## src/rtl/csc_pkg.sv

```systemverilog
// constants, register map and types for the slot control register bank
package csc_pkg;
   // register offsets
   localparam logic [7:0] OFS_A_MASK_HI  = 8'h01;
   localparam logic [7:0] OFS_A_MASK_LO  = 8'h02;
   localparam logic [7:0] OFS_A_PAT_HI   = 8'h03;
   localparam logic [7:0] OFS_A_PAT_LO   = 8'h04;
   localparam logic [7:0] OFS_A_CYCLE    = 8'h05;
   localparam logic [7:0] OFS_B_MASK_HI  = 8'h0a;
   localparam logic [7:0] OFS_B_MASK_LO  = 8'h0b;
   localparam logic [7:0] OFS_B_PAT_HI   = 8'h0c;
   localparam logic [7:0] OFS_B_PAT_LO   = 8'h0d;
   localparam logic [7:0] OFS_B_CYCLE    = 8'h0e;
   localparam logic [7:0] OFS_X_MASK_HI  = 8'h12;
   localparam logic [7:0] OFS_X_MASK_LO  = 8'h13;
   localparam logic [7:0] OFS_X_PAT_HI   = 8'h14;
   localparam logic [7:0] OFS_X_PAT_LO   = 8'h15;
   localparam logic [7:0] OFS_DEST_SEL   = 8'h17;
   localparam logic [7:0] OFS_SUPPLY     = 8'h18;
   localparam logic [7:0] OFS_EVENTS     = 8'h1a;
   localparam logic [7:0] OFS_EVT_MASK   = 8'h1b;
   localparam logic [7:0] OFS_INT_CFG    = 8'h1c;
   // field positions
   localparam int BIT_SUPPLY_ON   = 0;
   localparam int BIT_SUPPLY_POL  = 6;
   localparam int BIT_SUPPLY_DRV  = 7;
   localparam int BIT_AUX_FALLBK  = 7;
   localparam int BIT_AUTO_ROUTE  = 0;
   localparam int BIT_XCS_POL     = 3;
   localparam int BIT_XCS_DRV     = 4;
   localparam int BIT_OUT_REQ_POL = 0;
   localparam int BIT_INT_POL     = 1;
   localparam int BIT_INT_DRV     = 2;
   // reset value shared by every writable register
   localparam logic [7:0] REG_RESET = 8'h00;
   // cycle times
   localparam int CLK_NS    = 5;
   localparam int T100_NS   = 100;
   localparam int T150_NS   = 150;
   localparam int T200_NS   = 200;
   localparam int T250_NS   = 250;
   localparam int T300_NS   = 300;
   localparam int T600_NS   = 600;
   localparam logic [7:0] CYC_100 = 8'((T100_NS + CLK_NS - 1) / CLK_NS);
   localparam logic [7:0] CYC_150 = 8'((T150_NS + CLK_NS - 1) / CLK_NS);
   localparam logic [7:0] CYC_200 = 8'((T200_NS + CLK_NS - 1) / CLK_NS);
   localparam logic [7:0] CYC_250 = 8'((T250_NS + CLK_NS - 1) / CLK_NS);
   localparam logic [7:0] CYC_300 = 8'((T300_NS + CLK_NS - 1) / CLK_NS);
   localparam logic [7:0] CYC_600 = 8'((T600_NS + CLK_NS - 1) / CLK_NS);
   // module control bundle, all active low
   typedef struct packed {
      logic ce_a_n;
      logic ce_b_n;
      logic oe_n;
      logic we_n;
      logic reg_n;
   } csc_mod_ctl_t;
   localparam csc_mod_ctl_t MOD_CTL_IDLE = 5'h1f;
endpackage : csc_pkg

```

## src/rtl/csc_slot_ctrl.sv

```systemverilog
// slot control register bank: power, window decode, cycle timing, events
`timescale 1ns/10ps
module csc_slot_ctrl
   import csc_pkg::*;
(
   input  wire logic         mclk,                  // system clock
   input  wire logic         nrst,                  // async reset, active low
   input  wire logic         ce,                    // clock enable
   input  wire logic         reg_wr,                // register write strobe
   input  wire logic         reg_rd,                // register read strobe
   input  wire logic [7:0]   reg_addr,              // register offset
   input  wire logic [7:0]   reg_wdata,             // write data
   output logic [7:0]        reg_rdata,             // read data
   input  wire logic         host_cs_n,             // host chip select pin
   input  wire logic         host_rd_n,             // host read strobe pin
   input  wire logic         host_wr_n,             // host write strobe pin
   input  wire logic         host_attr,             // attribute space access
   input  wire logic [10:0]  host_addr,             // host address 25:15
   input  wire logic         slot_a_detect_n,       // slot A card detect
   input  wire logic         slot_b_detect_n,       // slot B card detect
   input  wire logic         slot_a_request_n,      // slot A request line
   input  wire logic         slot_b_request_n,      // slot B request line
   input  wire logic         outside_request_input, // auxiliary request pin
   output logic              host_wait,             // stall host cycle
   output csc_mod_ctl_t      mod_ctl,               // module control strobes
   output logic              mod_ctl_oe,            // module controls driven
   output logic              address_buffer_oe_n,   // address buffer enable
   output logic              data_buffer_oe_n,      // data buffer enable
   output logic              supply_pin_out,        // supply switch level
   output logic              supply_pin_oe,         // supply switch enable
   output logic              aux_cs_out,            // aux chip select level
   output logic              aux_cs_oe,             // aux chip select enable
   output logic              int_pin_out,           // host interrupt level
   output logic              int_pin_oe             // host interrupt enable
);
   typedef enum logic [1:0] {S_IDLE, S_ACTIVE, S_RELEASE} csc_state_t;
   localparam int NSYNC = 20;

   logic              rst_meta;
   logic              rst_n;
   logic [NSYNC-1:0]  in_meta;
   logic [NSYNC-1:0]  in_sync;
   logic [2:0]        sync_fill;
   logic [7:0]        regs [0:31];
   logic [4:0]        ev_flags;
   logic [4:0]        ev_mask;
   logic [2:0]        int_cfg;
   logic              det_a_prev;
   logic              det_b_prev;
   logic              int_active;
   csc_state_t        state;
   logic [7:0]        cnt;
   logic [7:0]        load_len;
   logic [7:0]        act_len;
   logic              cur_slot_b;

   // synchronous release of the reset
   always_ff @(posedge mclk or negedge nrst) begin
      if (!nrst) begin
         rst_meta <= 1'b0;
         rst_n    <= 1'b0;
      end else begin
         rst_meta <= 1'b1;
         rst_n    <= rst_meta;
      end
   end

   // every pin input passes two flops
   always_ff @(posedge mclk or negedge rst_n) begin
      if (!rst_n) begin
         in_meta   <= '0;
         in_sync   <= '0;
         sync_fill <= '0;
      end else if (ce) begin
         sync_fill <= {sync_fill[1:0], 1'b1};
         in_meta <= {outside_request_input, slot_b_request_n, slot_a_request_n, slot_b_detect_n,
                     slot_a_detect_n, host_addr, host_attr, host_wr_n, host_rd_n, host_cs_n};
         in_sync <= in_meta;
      end
   end

   logic        s_cs;
   logic        s_rd;
   logic        s_wr;
   logic        s_attr;
   logic [10:0] s_addr;
   logic        s_det_a;
   logic        s_det_b;
   logic        s_req_a;
   logic        s_req_b;
   logic        s_out_req;
   assign s_cs      = ~in_sync[0];
   assign s_rd      = ~in_sync[1];
   assign s_wr      = ~in_sync[2];
   assign s_attr    = in_sync[3];
   assign s_addr    = in_sync[14:4];
   assign s_det_a   = in_sync[15];
   assign s_det_b   = in_sync[16];
   assign s_req_a   = ~in_sync[17];
   assign s_req_b   = ~in_sync[18];
   assign s_out_req = in_sync[19];

   function automatic logic win_hit(input logic [7:0] hi_mask, input logic [7:0] lo_mask,
                                    input logic [7:0] hi_pat, input logic [7:0] lo_pat,
                                    input logic [10:0] addr);
      logic [10:0] m;
      logic [10:0] p;
      m = {hi_mask[2:0], lo_mask};
      p = {hi_pat[2:0], lo_pat};
      return &(~m | ~(addr ^ p));
   endfunction : win_hit

   function automatic logic [7:0] cyc_len(input logic [2:0] code, input logic attr, input logic wr);
      logic [7:0] n;
      n = CYC_600;
      if (attr && !wr)
         n = (code == 3'h4) ? CYC_600 : CYC_300;
      else begin
         case (code)
            3'h0:    n = CYC_100;
            3'h1:    n = CYC_150;
            3'h2:    n = CYC_200;
            3'h3:    n = CYC_250;
            default: n = CYC_600; // reserved codes run slowest, safest for the card
         endcase
      end
      return n;
   endfunction : cyc_len

   // register fields
   logic       pwr_on;
   logic       auto_en;
   logic [1:0] sel_field;
   logic       aux_def;
   assign pwr_on    = regs[OFS_SUPPLY[4:0]][BIT_SUPPLY_ON];
   assign auto_en   = regs[OFS_DEST_SEL[4:0]][BIT_AUTO_ROUTE];
   assign sel_field = regs[OFS_DEST_SEL[4:0]][2:1];
   assign aux_def   = regs[OFS_X_MASK_HI[4:0]][BIT_AUX_FALLBK];

   // destination decode
   logic hit_a;
   logic hit_b;
   logic hit_x;
   logic sel_a;
   logic sel_b;
   logic aux_sel;
   assign hit_a = win_hit(regs[OFS_A_MASK_HI[4:0]], regs[OFS_A_MASK_LO[4:0]],
                          regs[OFS_A_PAT_HI[4:0]], regs[OFS_A_PAT_LO[4:0]], s_addr);
   assign hit_b = win_hit(regs[OFS_B_MASK_HI[4:0]], regs[OFS_B_MASK_LO[4:0]],
                          regs[OFS_B_PAT_HI[4:0]], regs[OFS_B_PAT_LO[4:0]], s_addr);
   assign hit_x = win_hit(regs[OFS_X_MASK_HI[4:0]], regs[OFS_X_MASK_LO[4:0]],
                          regs[OFS_X_PAT_HI[4:0]], regs[OFS_X_PAT_LO[4:0]], s_addr);

   always_comb begin
      if (auto_en) begin
         sel_a   = hit_a;
         sel_b   = hit_b & ~hit_a; // overlapping windows favour slot A
         aux_sel = aux_def ? (s_cs & ~hit_a & ~hit_b) : (s_cs & hit_x);
      end else begin
         sel_a   = (sel_field == 2'h1);
         sel_b   = (sel_field == 2'h2);
         aux_sel = s_cs & (sel_field == 2'h3);
      end
   end

   // register file writes; status register is not writable
   always_ff @(posedge mclk or negedge rst_n) begin
      if (!rst_n) begin
         for (int i = 0; i < 32; i++)
            regs[i] <= REG_RESET;
      end else if (ce && reg_wr && reg_addr[7:5] == 3'h0 && reg_addr != OFS_EVENTS) begin
         regs[reg_addr[4:0]] <= reg_wdata;
      end
   end
   assign ev_mask = regs[OFS_EVT_MASK[4:0]][4:0];
   assign int_cfg = regs[OFS_INT_CFG[4:0]][2:0];

   // event flags: moves latch, request levels follow the lines
   logic det_evt_a;
   logic det_evt_b;
   logic rd_events;
   logic out_act;
   // no move until the detect history holds real pin samples, else reset fakes one
   assign det_evt_a = sync_fill[2] & (s_det_a ^ det_a_prev);
   assign det_evt_b = sync_fill[2] & (s_det_b ^ det_b_prev);
   assign rd_events = reg_rd && reg_addr == OFS_EVENTS;
   assign out_act   = ~(s_out_req ^ int_cfg[BIT_OUT_REQ_POL]);

   always_ff @(posedge mclk or negedge rst_n) begin
      if (!rst_n) begin
         det_a_prev <= 1'b1;
         det_b_prev <= 1'b1;
         ev_flags   <= '0;
      end else if (ce) begin
         det_a_prev  <= s_det_a;
         det_b_prev  <= s_det_b;
         // a move arriving with the clearing read is kept
         ev_flags[0] <= det_evt_a | (ev_flags[0] & ~rd_events);
         ev_flags[1] <= det_evt_b | (ev_flags[1] & ~rd_events);
         ev_flags[2] <= s_req_a;
         ev_flags[3] <= s_req_b;
         ev_flags[4] <= out_act;
      end
   end

   // register read port
   always_ff @(posedge mclk or negedge rst_n) begin
      if (!rst_n)
         reg_rdata <= '0;
      else if (ce && reg_rd) begin
         if (reg_addr == OFS_EVENTS)
            reg_rdata <= {3'h0, ev_flags};
         else if (reg_addr[7:5] == 3'h0)
            reg_rdata <= regs[reg_addr[4:0]];
         else
            reg_rdata <= 8'h00;
      end
   end

   // interrupt pin
   always_ff @(posedge mclk or negedge rst_n) begin
      if (!rst_n) begin
         int_active  <= 1'b0;
         int_pin_out <= 1'b1;
         int_pin_oe  <= 1'b0;
      end else if (ce) begin
         int_active  <= |(ev_flags & ev_mask);
         int_pin_out <= ~(|(ev_flags & ev_mask) ^ int_cfg[BIT_INT_POL]);
         int_pin_oe  <= int_cfg[BIT_INT_DRV] | ~(~(|(ev_flags & ev_mask) ^ int_cfg[BIT_INT_POL]));
      end
   end

   // supply switch and aux select pins
   always_ff @(posedge mclk or negedge rst_n) begin
      if (!rst_n) begin
         supply_pin_out <= 1'b0;
         supply_pin_oe  <= 1'b0;
         aux_cs_out     <= 1'b1;
         aux_cs_oe      <= 1'b0;
      end else if (ce) begin
         supply_pin_out <= ~(pwr_on ^ regs[OFS_SUPPLY[4:0]][BIT_SUPPLY_POL]);
         supply_pin_oe  <= regs[OFS_SUPPLY[4:0]][BIT_SUPPLY_DRV] |
                           (pwr_on ^ regs[OFS_SUPPLY[4:0]][BIT_SUPPLY_POL]);
         aux_cs_out     <= ~(aux_sel ^ regs[OFS_DEST_SEL[4:0]][BIT_XCS_POL]);
         aux_cs_oe      <= regs[OFS_DEST_SEL[4:0]][BIT_XCS_DRV] |
                           (aux_sel ^ regs[OFS_DEST_SEL[4:0]][BIT_XCS_POL]);
      end
   end

   // slot access sequencer
   logic       strobe;
   logic       start;
   logic [7:0] next_len;
   logic [7:0] cyc_reg;
   assign strobe   = s_rd | s_wr;
   assign start    = state == S_IDLE && pwr_on && s_cs && strobe && (sel_a | sel_b);
   assign cyc_reg  = sel_b ? regs[OFS_B_CYCLE[4:0]] : regs[OFS_A_CYCLE[4:0]];
   assign next_len = cyc_len(s_attr ? cyc_reg[6:4] : cyc_reg[2:0], s_attr, s_wr);

   always_ff @(posedge mclk or negedge rst_n) begin
      if (!rst_n) begin
         state      <= S_IDLE;
         cnt        <= '0;
         load_len   <= '0;
         cur_slot_b <= 1'b0;
         host_wait  <= 1'b0;
         mod_ctl    <= MOD_CTL_IDLE;
      end else if (ce) begin
         case (state)
            S_IDLE: begin
               if (start) begin
                  state          <= S_ACTIVE;
                  cnt            <= next_len;
                  load_len       <= next_len;
                  cur_slot_b     <= sel_b;
                  host_wait      <= 1'b1;
                  mod_ctl.ce_a_n <= sel_b;
                  mod_ctl.ce_b_n <= ~sel_b;
                  mod_ctl.oe_n   <= ~s_rd;
                  mod_ctl.we_n   <= s_rd;
                  mod_ctl.reg_n  <= ~s_attr;
               end
            end
            S_ACTIVE: begin
               cnt <= cnt - 8'h01;
               if (cnt == 8'h01 || !pwr_on) begin
                  state     <= S_RELEASE;
                  host_wait <= 1'b0;
                  mod_ctl   <= MOD_CTL_IDLE;
               end
            end
            S_RELEASE: begin
               // the host must drop its strobe before another cycle starts
               if (!strobe)
                  state <= S_IDLE;
            end
            default: state <= S_IDLE;
         endcase
      end
   end

   // slot-side drivers and external buffers
   always_ff @(posedge mclk or negedge rst_n) begin
      if (!rst_n) begin
         mod_ctl_oe          <= 1'b0;
         address_buffer_oe_n <= 1'b1;
         data_buffer_oe_n    <= 1'b1;
      end else if (ce) begin
         mod_ctl_oe          <= pwr_on;
         address_buffer_oe_n <= ~pwr_on;
         data_buffer_oe_n    <= ~(pwr_on && (start || state == S_ACTIVE));
      end
   end

   // helper: cycles spent in the active phase
   always_ff @(posedge mclk or negedge rst_n) begin
      if (!rst_n)
         act_len <= '0;
      else if (ce)
         act_len <= (state == S_ACTIVE) ? act_len + 8'h01 : 8'h00;
   end

   a_power_float: assert property (@(posedge mclk) disable iff (!rst_n)
      (ce && !pwr_on) |=> !mod_ctl_oe) else $error("slot drivers on while power off");
   a_buffers_float: assert property (@(posedge mclk) disable iff (!rst_n)
      (ce && !pwr_on) |=> (address_buffer_oe_n && data_buffer_oe_n)) else $error("buffer enabled while power off");
   a_manual_route: assert property (@(posedge mclk) disable iff (!rst_n)
      (!auto_en && sel_field != 2'h1) |-> !sel_a) else $error("slot A chosen outside manual select");
   a_aux_match: assert property (@(posedge mclk) disable iff (!rst_n)
      (auto_en && !aux_def && s_cs) |-> (aux_sel == hit_x)) else $error("aux select ignores window");
   a_aux_fallback: assert property (@(posedge mclk) disable iff (!rst_n)
      (auto_en && aux_def) |-> (aux_sel == (s_cs && !sel_a && !sel_b))) else $error("aux fallback wrong");
   a_wait_held: assert property (@(posedge mclk) disable iff (!rst_n)
      (state == S_ACTIVE) |-> (host_wait && (mod_ctl.ce_a_n != mod_ctl.ce_b_n))) else $error("host not stalled");
   a_cycle_length: assert property (@(posedge mclk) disable iff (!rst_n)
      (ce && state == S_ACTIVE && cnt == 8'h01 && pwr_on) |-> (act_len + 8'h01 == load_len))
      else $error("module cycle length wrong");
   a_attr_read_len: assert property (@(posedge mclk) disable iff (!rst_n)
      (ce && start && s_attr && !s_wr) |=> (load_len == CYC_600 || load_len == CYC_300)) else $error("attr read len");
   a_move_kept: assert property (@(posedge mclk) disable iff (!rst_n)
      (ce && det_evt_a) |=> ev_flags[0]) else $error("slot A move lost");
   a_int_follow: assert property (@(posedge mclk) disable iff (!rst_n)
      (ce && |(ev_flags & ev_mask)) |=> int_active) else $error("interrupt not raised");
endmodule : csc_slot_ctrl

```

## config.mk

```make
export PLATFORM = sky130hd
export DESIGN_NAME = csc_slot_ctrl
export DESIGN_NICKNAME = d
export VERILOG_FILES = /design/src/rtl/csc_pkg.sv /design/src/rtl/csc_slot_ctrl.sv
export SDC_FILE = /design/constraint.sdc
export NUM_CORES = 1
export LEC_CHECK = 0
export BUFFER_PORTS_ARGS = -buffer_cell sky130_fd_sc_hd__buf_2
export CAP_MARGIN = 15
export CORE_MARGIN = 1
export CORE_UTILIZATION = 25
export CTS_BUF_LIST = sky130_fd_sc_hd__clkbuf_16
export DETAILED_ROUTE_END_ITERATION = 8
export HOLD_SLACK_MARGIN = 0.03
export SLEW_MARGIN = 20
export SYNTH_ARGS = -nofsm -noshare
export SYNTH_HDL_FRONTEND = slang
export SYNTH_SLANG_ARGS = --single-unit
```

## constraint.sdc

```tcl
create_clock -name mclk -period 17 [get_ports mclk]
set_input_delay 0 -clock mclk [delete_from_list [all_inputs] [get_ports mclk]]
set_output_delay 0 -clock mclk [all_outputs]
set_load 0.005 [all_outputs]
```

=== Word-level counts from Yosys, hierarchy flattened ===
Index checks and enable logic that the tools add are counted.

* Output and inout bits: 23
* Logic and storage cells: 183
* Input bits: 41
* Bits in registers: 341

* Muxes and demuxes: 29
* $lt $le $gt $ge: 2
* Bitwise gates (word level): 52
* Reduce and logical (&&, ||, !) cells: 26
* Eq/ne operators: 15
* Add/subtract/negate cells: 1

{| class="wikitable"
|+ Operators with widths
! kind !! number
|-
| $bwmux 256 || 1
|-
| $not 11->11 || 6
|-
| $mux 8 || 7
|-
| $bmux 8 s5 || 1
|-
| $demux 8 s5 || 1
|-
| $or 11x11->11 || 3
|-
| $reduce_and 11->1 || 3
|-
| $xor 11x11->11 || 3
|-
| $pmux 7 s4 || 1
|-
| $not 1->1 || 16
|-
| $pmux 8 s2 || 1
|-
| $mux 7 || 2
|-
| $logic_and 1x1->1 || 12
|-
| $mux 5 || 2
|-
| $pmux 5 s2 || 1
|-
| $and 1x1->1 || 9
|-
| $eq 8x1->1 const B || 1
|-
| $eq 8x5->1 const B || 1
|-
| $ne 8x5->1 const B || 1
|-
| $reduce_and 4->1 || 2
|-
| $sub 8x1->8 const B || 1
|-
| $or 1x1->1 || 7
|-
| $eq 2x2->1 const B || 3
|-
| $eq 3x2->1 const B || 2
|-
| 21 further kinds || 38
|}

=== Depth between registers and ports, before layout ===
* Word-level depth: 14
* Gate-level depth with buffers: 10
* Mapped depth without buffers: 8

=== Worst setup path after synthesis ===
No wires, ideal clock.

* Path kind: reg-to-reg
* From: reg in_sync[6]
* To: reg cnt[4]
* Slack: 14.425 ns
* Data required time: 16.852 ns
* Cell stages (with the launch flop): 9
* Path buffers: 0
* Setup time: 0.148 ns
* Arrival: 2.426 ns
* Period minus slack after synthesis: 2.575 ns
* Cells stage by stage: dfrtp_1 > xor2_1 > a22o_1 > a221oi_2 > nand3_2 > a31oi_4 > mux4_2 > nor4b_2 > a221oi_1

* Word-level cells in the longest chain between the ends: 14
* Elaborated cells on any way between the ends: 26
* Classes of those cells: eq/ne (4); mux (8); bitwise (9); reduce/logical (5)

{| class="wikitable"
|+ RTL lines
! item !! RTL line !! text
|-
| from (decl) || csc_slot_ctrl.sv:42 || <nowiki>logic [NSYNC-1:0] in_sync;</nowiki>
|-
| from (signal assigned) || csc_slot_ctrl.sv:78 || <nowiki>in_sync <= in_meta;</nowiki>
|-
| $xor 11x11->11 || csc_slot_ctrl.sv:110 || <nowiki>return &(~m | ~(addr ^ p));</nowiki>
|-
| $not 11->11 || csc_slot_ctrl.sv:110 ||
|-
| $or 11x11->11 || csc_slot_ctrl.sv:110 ||
|-
| $reduce_and 11->1 || csc_slot_ctrl.sv:110 ||
|-
| $not 1->1 || csc_slot_ctrl.sv:157 || <nowiki>sel_b = hit_b & ~hit_a;</nowiki>
|-
| $and 1x1->1 || csc_slot_ctrl.sv:157 ||
|-
| $mux 1 || csc_slot_ctrl.sv:155 || <nowiki>if (auto_en) begin</nowiki>
|-
| $mux 7 || csc_slot_ctrl.sv:257 || <nowiki>assign cyc_reg = sel_b ? regs[OFS_B_CYCLE[4:0]] : regs[OFS_A_CYCLE[4:0]];</nowiki>
|-
| $mux 3 || csc_slot_ctrl.sv:258 || <nowiki>assign next_len = cyc_len(s_attr ? cyc_reg[6:4] : cyc_reg[2:0], s_attr, s_wr);</nowiki>
|-
| $eq 3x2->1, or another cell as far along || csc_slot_ctrl.sv:119 || <nowiki>case (code)</nowiki>
|-
| $pmux 7 s4 || csc_slot_ctrl.sv:119 ||
|-
| $mux 8 || csc_slot_ctrl.sv:116 || <nowiki>if (attr && !wr)</nowiki>
|-
| $mux 8 || csc_slot_ctrl.sv:271 || <nowiki>if (start) begin</nowiki>
|-
| $pmux 8 s2 || csc_slot_ctrl.sv:269 || <nowiki>case (state)</nowiki>
|-
| to (signal assigned) || csc_slot_ctrl.sv:273 || <nowiki>cnt <= next_len;</nowiki>
|-
| to (signal assigned) || csc_slot_ctrl.sv:285 || <nowiki>cnt <= cnt - 8'h01;</nowiki>
|-
| to (decl) || csc_slot_ctrl.sv:52 || <nowiki>logic [7:0] cnt;</nowiki>
|}

Parallel ways exist; a longest one is shown, timed or not. The select of a mux whose other input is x is not followed.
A chain may end at the register's enable or synchronous reset.

=== Worst setup path in the final report ===
* From: reg in_sync[9]
* To: reg cnt[4]

Same word-level chain as after synthesis.

==> results.tsv <==
metric	value	unit
power_frac_clock	0.409	
p_int	0.00141	W
worst-setup-path-type	flop to flop	
syn_to_final_growth	16.8	%
gr-total-overflow	0	
grt_max_degree	79	
crit_path_start_kind	flop	
period_needed	3.09	ns
cts_tree	done	
clock_latency	0.55	ns
cts_setup_buffers	0	
die-width	252	microns
swShare	0.262	
hold_class	input pin to flop	
ys_types	56	
place_congestion	0.905	
fp.dieH	252	microns
rows	91	
cts_buffers	39	
cts_resized	0	
cp_data_arrival_time	3.49	ns
ys_seq_area_frac	0.546	
synth_top_area_frac	0.527	
p_seq_frac	0.483	
clockRootBuffer	clkbuf_16	
synth_async_sr_flop_share	1.00	
synth_common_cells	330 x dfrtp_1, 296 x mux2_2, 67 x mux4_2	
drive_gt1_frac	0.444	
finalSetupViolations	0	
io_buffers	63	
netlist_top_cells_area	dfrtp_1 53%, mux2_2 21%, mux4_2 9.6%	
p_per_area	104	nW/um^2
synth_cells	1074	
pin_count	64	
wl_per_cell	21.8	microns
place_ws	13.92	ns
outcome	finished clean	
cts.path.max_buffers	3	
p_leak	8.40	nW
grt_pass1_wl	67400	microns
syn_nets	1117	
fmaxAchievable	323	MHz
worst_ep_required_time	17.40	ns
htreeDepth	2	
yosysTopAreaCell	dfrtp_1	
drt-initial-drc-count	753	
detail-route-antenna-nets	0	
postCtsHoldBufs	25	
start_util	0.253	
drv_slew	0	
viasPerCell	4.82	
route.detailed.drc	0	
combPwrFrac	0.108	
drtPass1Iterations	5	
nets	1181	
dp_hpwl	29300	microns
period_share	0.182	
yosys_warnings	0	
cts_sinks	341	
ir_drop	0.0581	mV
core-area	61800	sq um
synth-seq-cells	341	
fin_ws	13.91	ns
synth_edf_count	0	
ys.flop_type	dfrtp_1	
routed_wl	43700	microns
yosysMostFrequentCell	dfrtp_1	
placed_cells	1907	
tightestPinTransition	1.02	ns
skew	0.0116	ns
die_area	63600	sq um
cp_max_fo	6	
max_slew_margin	0.318	
rsz0062_at_grt	false	
netlist_area	15700	sq um
track_usage	0.141	
end_kind	flop	
hold_violations	0	
cts.clk_slew.worst_paths	0.06	ns
antenna_found_initial	3	
switchingPower	0.000499	W
cap_violations	0	
final.setup.tns	0	ns
via_count	9655	
synth.avg_cell_area	14.6	sq um
grt_pass1_vias	10200	
final_cells	2005	
## final cells by class
class                   count  area, sq um
diodes                      2         5.00
flip-flops and latches    341         8550
inverters                   7         26.3
well taps                 837         1050
clock buffers              41         1030
fillers                  6162        43500
multi-input cells         646         6770
repair buffers            103          719
clock inverters            28          140
## placed cells by master, fill, tap and decap left out, drive strengths merged, types with 5 or more instances in the layout
cell | Yosys | layout
nor2b | 9 | 9
a21oi | 18 | 18
nor2 | 22 | 22
clkbuf | 59 | 41
nand3 | 5 | 5
buf | 21 | 78
dfstp | 11 | 11
nand2 | 45 | 45
a22o | 10 | 10
clkinv | 0 | 9
a221oi | 14 | 14
a31oi | 14 | 14
dfrtp | 330 | 330
mux4 | 67 | 67
or2 | 5 | 5
dlygate4sd3 | 0 | 25
xor2 | 37 | 37
o21ai | 9 | 9
a221o | 6 | 6
a22oi | 27 | 27
mux2 | 296 | 296
inv | 7 | 25
nor3 | 7 | 7
## state kept, by name, summed over array words and instances, names as in the netlist, 5 cells and up
signal / cells
ev_mask: 5
in_meta: 20
in_sync: 20
regs: 245
ev_flags: 5
cnt: 8
reg_rdata: 8
mod_ctl: 5
## routing by layer
layer  GRT usage  part of all wire  vias to the layer above
met5           0           0.00055                        -
met4      0.0606             0.038                        4
met3      0.0353             0.066                       88
met2       0.217              0.46                      286
met1       0.187              0.44                     5117
li1            -                 -                     4160
## power by group through the flow
stage / clock (W) / combinational, W / sequential, W
final: 0.000780 / 0.000205 / 0.000920
after global routing: 0.000830 / 0.000229 / 0.000927
after CTS: 0.000799 / 0.000206 / 0.000920
after detailed placement: 0 / 0.000200 / 0.000934
after global placement: 0 / 0.000196 / 0.000932
after floorplan: 0 / 0.000140 / 0.000921
## path summary, 6_finish.rpt
check | startpoint | endpoint | slack [ns] | depth (start not counted)
min in group asynchronous | nrst | rst_n$_DFF_PN0_ | 0.30 | 3
max | in_sync[9]$_DFFE_PN0P_ | cnt[4]$_DFFE_PN0P_ | 13.91 | 8
min reg2reg | rst_meta$_DFF_PN0_ | rst_n$_DFF_PN0_ | 0.35 | 0
max in group asynchronous | rst_n$_DFF_PN0_ | in_sync[17]$_DFFE_PN0P_ | 14.48 | 3
max reg2reg | in_sync[9]$_DFFE_PN0P_ | cnt[4]$_DFFE_PN0P_ | 13.91 | 8
min | reg_wdata[4] | regs[68]$_DFFE_PN0P_ | 0.07 | 3
## cells by family after synthesis
kind of cell	Yosys count	synth area share
muxes	364	0.310
DFF	341	0.546
and+or+nand+nor	121	0.0396
AOI/OAI and AO/OA	118	0.0582
buffers and inverters	87	0.0223
xor gates and xnor gates	40	0.0224
adders and majority gates	2	0.00160
other	1	0.000239
## metrics by stage
step	total power [W]	hold slack [ns]	utilization	cell area [sq um]
final	0.00191	0.0741	0.296	18300
after global routing	0.00199	0.104	0.296	18300
after CTS	0.00193	0.0530	0.295	18200
after detailed placement	0.00113	-0.206	0.272	16800
after global placement	0.00113	-0.211	0.272	16800
after floorplan	0.00106	-0.296	-	15700
## critical path: stages (launching register included)
cell and delay (ns):
dfrtp_1 0.47, xor2_1 0.18, a22o_1 0.25, a221oi_2 0.22, nand3_2 0.25, a31oi_4 0.39
mux4_2 0.60, nor4b_2 0.42, a221oi_1 0.16
Note: power is estimated with default switching activity, not from simulation.
